## src/verilog/strap_latch_cfg.svh

```systemverilog
`ifndef STRAP_LATCH_CFG_SVH
`define STRAP_LATCH_CFG_SVH

// Register byte offsets on the APB slave
`define OFS_STRAP_STATUS   12'h000
`define OFS_BOOT_STATUS    12'h004
`define OFS_OVERRIDE_CTRL  12'h008

// Field positions in the boot status word
`define BST_SDIO_1V8       0
`define BST_MODE_LO        1
`define BST_MODE_HI        2
`define BST_LOG_EN         3
`define BST_IN_RISING      4
`define BST_OUT_RISING     5
`define BST_RELEASED       8

// Width of the override control field (low bits of its word)
`define OVR_WIDTH          5

// Reset values
`define RST_OVERRIDE_CTRL  5'h00
`define RST_PRDATA         32'h0000_0000

// Weak pull pattern while reset holds, bit order as strap_bits_t:
// supply, boot select, boot aux, log/timing, sdio edge
`define PULL_UP_MASK       5'h0b
`define PULL_DOWN_MASK     5'h14

// Idle level of the UART transmit line while boot log is muted
`define UART_IDLE_LEVEL    1'b1

`endif

```

## src/verilog/strap_latch_pkg.sv

```systemverilog
package strap_latch_pkg;

  // Captured strap levels, one bit per pin
  typedef struct packed {
    logic supply_select;   // SDIO supply rail choice
    logic boot_select;     // Flash or download boot
    logic boot_aux;        // Qualifies download boot
    logic log_and_timing;  // Boot log, SDIO input edge
    logic sdio_edge;       // SDIO output edge
  } strap_bits_t;

  // Boot source decoded from the straps
  typedef enum logic [1:0] {
    BOOT_FLASH     = 2'h0,
    BOOT_DOWNLOAD  = 2'h1,
    BOOT_UNDEFINED = 2'h2
  } boot_mode_t;

  // Firmware overrides of the strap-derived settings
  typedef struct packed {
    logic out_rising;       // Forced output edge
    logic in_rising;        // Forced input edge
    logic timing_override;  // Use the two bits above
    logic volt_1v8;         // Forced supply choice
    logic volt_override;    // Use the bit above
  } override_ctrl_t;

  // Effective settings handed to the rest of the chip
  typedef struct packed {
    logic       sdio_1v8;    // 1: 1.8V rail, 0: higher default
    boot_mode_t boot_mode;   // Boot source
    logic       log_enable;  // UART0 boot log allowed
    logic       in_rising;   // SDIO slave samples on rising edge
    logic       out_rising;  // SDIO slave drives on rising edge
  } boot_settings_t;

  // Reset sequencing, Gray coded along the path
  typedef enum logic [1:0] {
    PH_SAMPLE  = 2'b00,
    PH_RELEASE = 2'b01,
    PH_RUN     = 2'b11
  } phase_t;

endpackage

```

## src/verilog/strap_sync.sv

```systemverilog
`timescale 1ns/1ps
`default_nettype none

module strap_sync
  import strap_latch_pkg::*;
#(
  parameter int WIDTH = 5  // Number of pins filtered
) (
  input  wire logic             mclk,
  input  wire logic [WIDTH-1:0] pin_async,
  output var  logic [WIDTH-1:0] pin_level
);

  // Three stages plus the agreed level
  typedef struct packed {
    logic [WIDTH-1:0] s1;
    logic [WIDTH-1:0] s2;
    logic [WIDTH-1:0] s3;
    logic [WIDTH-1:0] level;
  } sync_state_t;

  sync_state_t st;       // Registered state
  sync_state_t next_st;  // Next state

  ////////////////////////////////////////////////////////////////////
  // Shift and filter; s1 feeds s2 only, to keep metastability away
  always_comb begin
    next_st    = st;
    next_st.s1 = pin_async;
    next_st.s2 = st.s1;
    next_st.s3 = st.s2;
    for (int i = 0; i < WIDTH; i++) begin
      // Accept a change once stages two and three agree
      if (st.s2[i] == st.s3[i]) begin
        next_st.level[i] = st.s3[i];
      end
    end
  end

  // No reset: the filter must keep tracking pins while reset holds
  always_ff @(posedge mclk) begin
    st <= next_st;
  end

  assign pin_level = st.level;

endmodule

`default_nettype wire

```

## src/verilog/strap_decode.sv

```systemverilog
`timescale 1ns/1ps
`default_nettype none

module strap_decode
  import strap_latch_pkg::*;
(
  input  wire logic           clk_unused_free,
  input  strap_latch_pkg::strap_bits_t    straps,
  input  strap_latch_pkg::override_ctrl_t ovr,
  output strap_latch_pkg::boot_settings_t settings
);

  // Boot source from the two boot straps
  function automatic boot_mode_t boot_of(input strap_bits_t s);
    if (s.boot_select) begin
      boot_of = BOOT_FLASH;
    end else if (!s.boot_aux) begin
      boot_of = BOOT_DOWNLOAD;
    end else begin
      boot_of = BOOT_UNDEFINED;
    end
  endfunction

  ////////////////////////////////////////////////////////////////////
  // Strap decode with firmware overrides on top
  always_comb begin
    settings.boot_mode  = boot_of(straps);
    settings.log_enable = straps.log_and_timing;
    // Supply rail: override wins once firmware sets it
    settings.sdio_1v8   = ovr.volt_override ? ovr.volt_1v8
                                            : straps.supply_select;
    // Edge pair: log strap picks input, edge strap picks output
    settings.in_rising  = ovr.timing_override ? ovr.in_rising
                                              : straps.log_and_timing;
    settings.out_rising = ovr.timing_override ? ovr.out_rising
                                              : straps.sdio_edge;
  end

endmodule

`default_nettype wire

```

## src/verilog/strap_pin_boot_latch.sv

```systemverilog
// How it works
// - Sample all five straps during any reset
// - Captured straps hold until the next reset
// - Software reads captured straps in status register
// - Weak pulls enabled on straps during reset
// - Pins released to normal use after reset
// - Supply strap 1 selects 1.8V rail
// - Boot select/aux decode flash or download
// - Log strap mutes or enables UART0 log
// - Log/edge strap pair sets SDIO edges
// - Firmware bits override supply and SDIO timing
`include "strap_latch_cfg.svh"
`timescale 1ns/1ps
`default_nettype none

module strap_pin_boot_latch
  import strap_latch_pkg::*;
(
  input  wire logic                        mclk,
  input  wire logic                        rstn,
  // Strap pins, asynchronous to mclk
  input  wire logic                        strap_supply_select,
  input  wire logic                        strap_boot_select,
  input  wire logic                        strap_boot_aux,
  input  wire logic                        strap_log_and_timing,
  input  wire logic                        strap_sdio_edge,
  // Weak pull controls toward the pads
  output strap_latch_pkg::strap_bits_t     strap_pull_up_en,
  output strap_latch_pkg::strap_bits_t     strap_pull_down_en,
  output var  logic                        straps_released,
  // Decoded settings for the rest of the chip
  output strap_latch_pkg::boot_settings_t  boot_settings,
  // Boot log path toward the UART0 pad
  input  wire logic                        boot_log_data,
  output var  logic                        uart0_transmit_line,
  // APB slave
  input  wire logic                        psel,
  input  wire logic                        penable,
  input  wire logic                        pwrite,
  input  wire logic [11:0]                 paddr,
  input  wire logic [31:0]                 pwdata,
  output var  logic [31:0]                 prdata,
  output var  logic                        pready,
  output var  logic                        pslverr
);

  ////////////////////////////////////////////////////////////////////
  // State of the whole block in one register

  typedef struct packed {
    phase_t         phase;       // Reset sequencing
    strap_bits_t    strap;       // Captured strap levels
    override_ctrl_t ovr;         // Firmware overrides
    strap_bits_t    pull_up;     // Pull-up enables
    strap_bits_t    pull_down;   // Pull-down enables
    logic           released;    // Pins in normal use
    boot_settings_t settings;    // Registered decode
    logic           uart_line;   // Gated UART0 level
    logic [31:0]    rdata;       // APB read data
    logic           ready;       // APB ready
    logic           slverr;      // APB error
  } latch_state_t;

  latch_state_t   st;            // Registered state
  latch_state_t   next_st;       // Next state

  strap_bits_t    pins_raw;      // Pins packed, unsynchronised
  strap_bits_t    pins_level;    // Filtered pin levels
  boot_settings_t decoded;       // Live decode of st.strap

  ////////////////////////////////////////////////////////////////////
  // Pin filtering and decode

  // Pack the pins in the documented strap order
  assign pins_raw = '{supply_select:  strap_supply_select,
                      boot_select:    strap_boot_select,
                      boot_aux:       strap_boot_aux,
                      log_and_timing: strap_log_and_timing,
                      sdio_edge:      strap_sdio_edge};

  // Three-stage filter; pins are outside the mclk domain
  strap_sync #(
    .WIDTH     ($bits(strap_bits_t))
  ) u_sync (
    .mclk      (mclk),
    .pin_async (pins_raw),
    .pin_level (pins_level)
  );

  // Settings from the frozen straps plus overrides
  strap_decode u_decode (
    .clk_unused_free (mclk),
    .straps          (st.strap),
    .ovr             (st.ovr),
    .settings        (decoded)
  );

  ////////////////////////////////////////////////////////////////////
  // Helpers

  // True when an APB address hits a given register offset
  function automatic logic hit(input logic [11:0] a,
                               input logic [11:0] ofs);
    hit = (a == ofs);
  endfunction

  // Boot status word from effective settings and release state
  function automatic logic [31:0] boot_word(input boot_settings_t s,
                                            input logic rel);
    logic [31:0] w;
    w                     = 32'h0000_0000;
    w[`BST_SDIO_1V8]      = s.sdio_1v8;
    w[`BST_MODE_HI:`BST_MODE_LO] = s.boot_mode;
    w[`BST_LOG_EN]        = s.log_enable;
    w[`BST_IN_RISING]     = s.in_rising;
    w[`BST_OUT_RISING]    = s.out_rising;
    w[`BST_RELEASED]      = rel;
    boot_word             = w;
  endfunction

  ////////////////////////////////////////////////////////////////////
  // Next-state logic

  always_comb begin
    next_st = st;

    //----------------------------------------------------------------
    // Reset: latch follows the pins, pulls on, bus quiet
    if (!rstn) begin
      next_st.phase     = PH_SAMPLE;
      // Transparent while reset holds; the filter already
      // suppresses single-sample glitches on the pads
      next_st.strap     = pins_level;
      // Pulls resolve floating pins to their defaults
      next_st.pull_up   = strap_bits_t'(`PULL_UP_MASK);
      next_st.pull_down = strap_bits_t'(`PULL_DOWN_MASK);
      next_st.released  = 1'b0;
      next_st.ovr       = override_ctrl_t'(`RST_OVERRIDE_CTRL);
      next_st.settings  = decoded;
      // Keep the UART pad idle until boot decides
      next_st.uart_line = `UART_IDLE_LEVEL;
      next_st.rdata     = `RST_PRDATA;
      next_st.ready     = 1'b0;
      next_st.slverr    = 1'b0;
    end else begin

      //--------------------------------------------------------------
      // Release sequence after reset
      unique case (st.phase)
        // First edge with reset high freezes the latch;
        // pulls stay on one more cycle so the pins cannot
        // move while the last sample settles
        PH_SAMPLE: begin
          next_st.phase = PH_RELEASE;
        end
        // Now drop the pulls and hand the pins back
        PH_RELEASE: begin
          next_st.phase     = PH_RUN;
          next_st.pull_up   = '0;
          next_st.pull_down = '0;
          next_st.released  = 1'b1;
        end
        // Normal running: nothing more to sequence
        PH_RUN: begin
          next_st.phase = PH_RUN;
        end
        // Illegal Gray code: restart the release safely
        default: begin
          next_st.phase = PH_RELEASE;
        end
      endcase

      // Straps are never written outside reset, so pin
      // activity after release cannot disturb them
      next_st.strap = st.strap;

      //--------------------------------------------------------------
      // Registered decode toward the rest of the chip
      next_st.settings = decoded;

      // Log strap gates the boot log onto UART0
      if (decoded.log_enable) begin
        next_st.uart_line = boot_log_data;
      end else begin
        // Muted: hold the line at its idle level
        next_st.uart_line = `UART_IDLE_LEVEL;
      end

      //--------------------------------------------------------------
      // APB slave: answer prepared in setup, ready in access
      next_st.ready  = 1'b0;
      next_st.slverr = 1'b0;
      if (psel && !penable) begin
        // Setup phase: decode and present data next cycle
        next_st.ready = 1'b1;
        if (hit(paddr, `OFS_STRAP_STATUS)) begin
          // Captured bits, read-only
          next_st.rdata = {27'h000_0000, st.strap};
          next_st.slverr = pwrite;
        end else if (hit(paddr, `OFS_BOOT_STATUS)) begin
          // Effective settings, read-only
          next_st.rdata  = boot_word(decoded, st.released);
          next_st.slverr = pwrite;
        end else if (hit(paddr, `OFS_OVERRIDE_CTRL)) begin
          // Overrides read back as written
          next_st.rdata = {27'h000_0000, st.ovr};
        end else begin
          // Unmapped: zero data and an error
          next_st.rdata  = 32'h0000_0000;
          next_st.slverr = 1'b1;
        end
      end

      // Access phase completes while ready is high
      if (psel && penable && st.ready && pwrite && !st.slverr) begin
        if (hit(paddr, `OFS_OVERRIDE_CTRL)) begin
          // Firmware may override supply and SDIO timing
          next_st.ovr = override_ctrl_t'(
                          pwdata[`OVR_WIDTH-1:0]);
        end
      end
    end
  end

  ////////////////////////////////////////////////////////////////////
  // State register, reset handled synchronously in the comb block

  always_ff @(posedge mclk) begin
    st <= next_st;
  end

  ////////////////////////////////////////////////////////////////////
  // Outputs, all straight from the state register

  // Pads see fixed pull pattern while reset holds
  assign strap_pull_up_en    = st.pull_up;
  assign strap_pull_down_en  = st.pull_down;
  // High once pins are back in normal use
  assign straps_released     = st.released;
  // Decoded boot settings, one cycle behind the latch
  assign boot_settings       = st.settings;
  // Boot log, or idle when the log strap mutes it
  assign uart0_transmit_line = st.uart_line;
  // Bus answer
  assign prdata              = st.rdata;
  assign pready              = st.ready;
  assign pslverr             = st.slverr;

endmodule

`default_nettype wire

```

## config.mk

```make
export PLATFORM = sky130hd
export DESIGN_NAME = strap_pin_boot_latch
export DESIGN_NICKNAME = d
export VERILOG_FILES = /design/src/verilog/strap_latch_pkg.sv /design/src/verilog/strap_sync.sv /design/src/verilog/strap_decode.sv /design/src/verilog/strap_pin_boot_latch.sv
export VERILOG_INCLUDE_DIRS = /design/src /design/src/verilog
export SDC_FILE = /design/constraint.sdc
export NUM_CORES = 1
export LEC_CHECK = 0
export BUFFER_PORTS_ARGS = -buffer_cell sky130_fd_sc_hd__buf_2
export CAP_MARGIN = 20
export CORE_ASPECT_RATIO = 1.2
export CORE_MARGIN = 1
export CORE_UTILIZATION = 32
export CTS_CLUSTER_SIZE = 40
export DETAILED_ROUTE_END_ITERATION = 16
export GPL_TIMING_DRIVEN = 1
export HOLD_SLACK_MARGIN = 0.12
export SETUP_SLACK_MARGIN = 0.4
export SYNTH_ARGS = -nofsm -noshare
export SYNTH_HDL_FRONTEND = slang
export SYNTH_SLANG_ARGS = --single-unit
```

## constraint.sdc

```tcl
create_clock -name mclk -period 1.8 [get_ports mclk]
set_clock_uncertainty 0.1 [all_clocks]
set_input_delay 0.27 -clock mclk [delete_from_list [all_inputs] [get_ports mclk]]
set_output_delay 0.27 -clock mclk [all_outputs]
set_load 0.005 [all_outputs]
```

==> results.cfg <==
[yosys]
yosys.area.top_type = dfxtp_1
ys_ff_latch = 50
ys_warn_count = 0
yosysTopAreaCellShare_pct = 40.1
seq_area_frac_synth_pct = 55.1
synth_area_leaders = dfxtp_1 (40%), buf_4 (18%), edfxtp_1 (15%)
synth_area_mm2 = 0.00200
netlist_instances = 185
avgSynthCellArea_um2 = 10.8
ys_types = 32

[worst_hold_path]
min_path_type = in -> reg
hp-start = pwdata[0]

[worst_setup_path]
setup.worst_path.start_class = input port
critPathLaunch = paddr[9]
crit_required_ns = 1.89
crit_path_end_kind = register
crit_fanout = 5
worstPathArrival_ns = 1.51
cpMostUsedCell = buf_6
cp_slowest_cell = or4_4
critPathMaxStageDelay_ns = 0.53
path_class = in -> reg
r2r-start = pready
crit_chain = buf_6 > or4_4 > nor4_4 > buf_6 > nand2_8 > mux2i_1

[global_routing]
grtUsageTotal_pct = 9.77
grt_pass1_vias = 1169
antenna_found_initial = 0
grt_max_degree = 15
overflow = 0
grt_pass1_wl_um = 4730

[floorplan]
fp.dieW_um = 74.2
ios = 107
die_area_mm2 = 0.00657
num_rows = 31
dieHeight_um = 88.6
fp.coreArea_mm2 = 0.00605
start_util_pct = 33.0

[route]
ant_nets = 0
drc_errors = 0
drt_wl_total_um = 2860
via_count = 1243
via_per_inst = 3.96
drtPass1Iterations = 2
avgRoutedWirePerCell_um = 9.11
dr.first_iter.drc_count = 36

[placement]
port_buffers = 49
dp_hpwl_um = 2120
dp_slack_ns = 0.0415
finalWeightedCongestion = 0.733
place_inst = 296

[sta]
fmax_mhz = 701
maxSlewHeadroom_pct = 57.9
post-route-period-util_pct = 79.2
rsz0062_at_grt = true
finalSetupViolCount = 0
tightest_slew_ns = 0.627
layout_setup_ws_ns = 0.374
tns_ns = 0
layout_min_cycle_time_ns = 1.43
slew_viol_final = 0
hold_violations = 0

[final_layout]
num-nets-final = 286
area_growth_pct = 15.8
diodes = 0
drive_above_1_share_pct = 29.3
fillers = 638
fin_cells = 314

[clocking]
numClockSinks = 50
ctsHtreeMaxLevel = 2
cts.path.max_buffers = 2
cts_made_buffers = 5
cts_tree = yes
cts_root_buf = clkbuf_8
clk_pin_slew_ns = 0.08
clock_latency_ns = 0.29

[outcome]
status = finished, final reports clean

[job]
max_cap_violations = 0

[pwr]
vdd_drop_max_mv = 0.515
power_density_mw_per_mm2 = 855
power.leakage_nw = 1.04
## what timing repair did
action | CTS | global route
hold buffers | 9 | 0
setup endpoints to repair | 10 | 12
pin swaps | 2 | 2
resized for setup | 6 | 2
hold endpoints to repair | 9 | 0
cloned | 0 | 0
buffers inserted | 0 | 1
## cells in the mapped netlist (all sizes together)
cell and instances:
a21o 1, a21oi 4, a22oi 2, a2bb2oi 1, a32o 1, buf 49, clkbuf 2, conb 1
dfxtp 40, edfxtp 10, inv 6, mux2 3, mux2i 7, nand2 20, nand2b 2, nand3 8
nand3b 1, nand4 1, nor2 3, nor2b 4, nor3 1, nor4 1, o21ai 8, o22ai 1
o2bb2ai 1, or4 2, xnor2 5
## state kept, by name, indices dropped and copies added (netlist names)
name / count
pslverr: 1
straps_released: 1
u_sync.next_st: 10
pready: 1
strap_pull_down_en: 1
prdata: 7
boot_settings: 6
uart0_transmit_line: 1
u_sync.st: 5
st: 12
u_sync.pin_level: 5
## metal layers
| layer | share of wire, % | track usage [%] | vias to the layer above |
|---|---|---|---|
| met3 | 7.9 | 3.30 | 8 |
| met1 | 41 | 8.87 | 545 |
| met4 | 2.1 | 5.24 | 0 |
| met2 | 49 | 18.7 | 64 |
| li1 | - | - | 626 |
| met5 | 0 | 0 | - |
## critical path, delay by kind of cell
kind                   cells  cell delay [ns]
buffers and inverters      2             0.26
and+or+nand+nor            3             0.84
muxes                      1             0.14
## worst paths after layout
| check | endpoint | cells after the start | slack, ns |
|---|---|---|---|
| worst min-delay path | st[52] | 3 | 0.13 |
| worst max-delay path | st[52] | 6 | 0.37 |
| worst max register to register | st[52] | 4 | 0.40 |
| worst min register to register | u_sync.next_st[9] | 0 | 0.23 |
## cells in the final DEF, fill, tap and decap left out, types with 3 or more instances in the layout
master	netlist	layout
buf_2	1	48
dfxtp_1	40	39
conb_1	1	30
nand2_1	19	19
edfxtp_1	10	10
dlygate4sd3_1	0	9
mux2i_1	7	7
nand3_1	7	7
inv_1	6	6
xnor2_1	5	5
clkbuf_8	0	5
nor2b_1	4	4
a21oi_1	4	4
mux2_2	3	3
nor2_1	3	3
o21ai_0	3	3
o21ai_1	5	3
## per-stage QoR
step / total power [W] / utilization, % / hold WS (ns) / cell area, um2
2_1_floorplan: 0.00139 / - / 0.198 / 2110
3_3_place_gp: 0.00139 / 34.7 / 0.211 / 2100
3_5_place_dp: 0.00139 / 34.7 / 0.212 / 2100
4_1_cts: 0.00201 / 38.0 / 0.130 / 2300
5_1_grt: 0.00209 / 38.3 / 0.121 / 2310
6_report: 0.00198 / 38.3 / 0.126 / 2310
## kinds of logic after synthesis
logic type	share of synthesized area, %
other cells	0.188
compound gates	5.82
flops	55.1
xor+xnor	2.19
simple gates	11.8
buf+inv	19.8
mux	5.19
## cell type report
| cell class | count | area, um2 | share of cell area, % |
|---|---|---|---|
| Sequential cell | 50 | 1100 | 47.7 |
| Multi-Input combinational cell | 107 | 636 | 27.5 |
| Timing Repair Buffer | 61 | 368 | 15.9 |
| Tap cell | 82 | 103 | 4.43 |
| Clock buffer | 6 | 72.6 | 3.14 |
| Inverter | 6 | 22.5 | 0.973 |
| Clock inverter | 2 | 8.76 | 0.378 |
## report_power, final
part           leakage (nW)  internal (W)  switching, W
Sequential            0.430       0.00120     0.0000208
Clock                0.0426      0.000268      0.000333
Combinational         0.571     0.0000826     0.0000808
No activity file was read; power rests on OpenSTA's default activity.
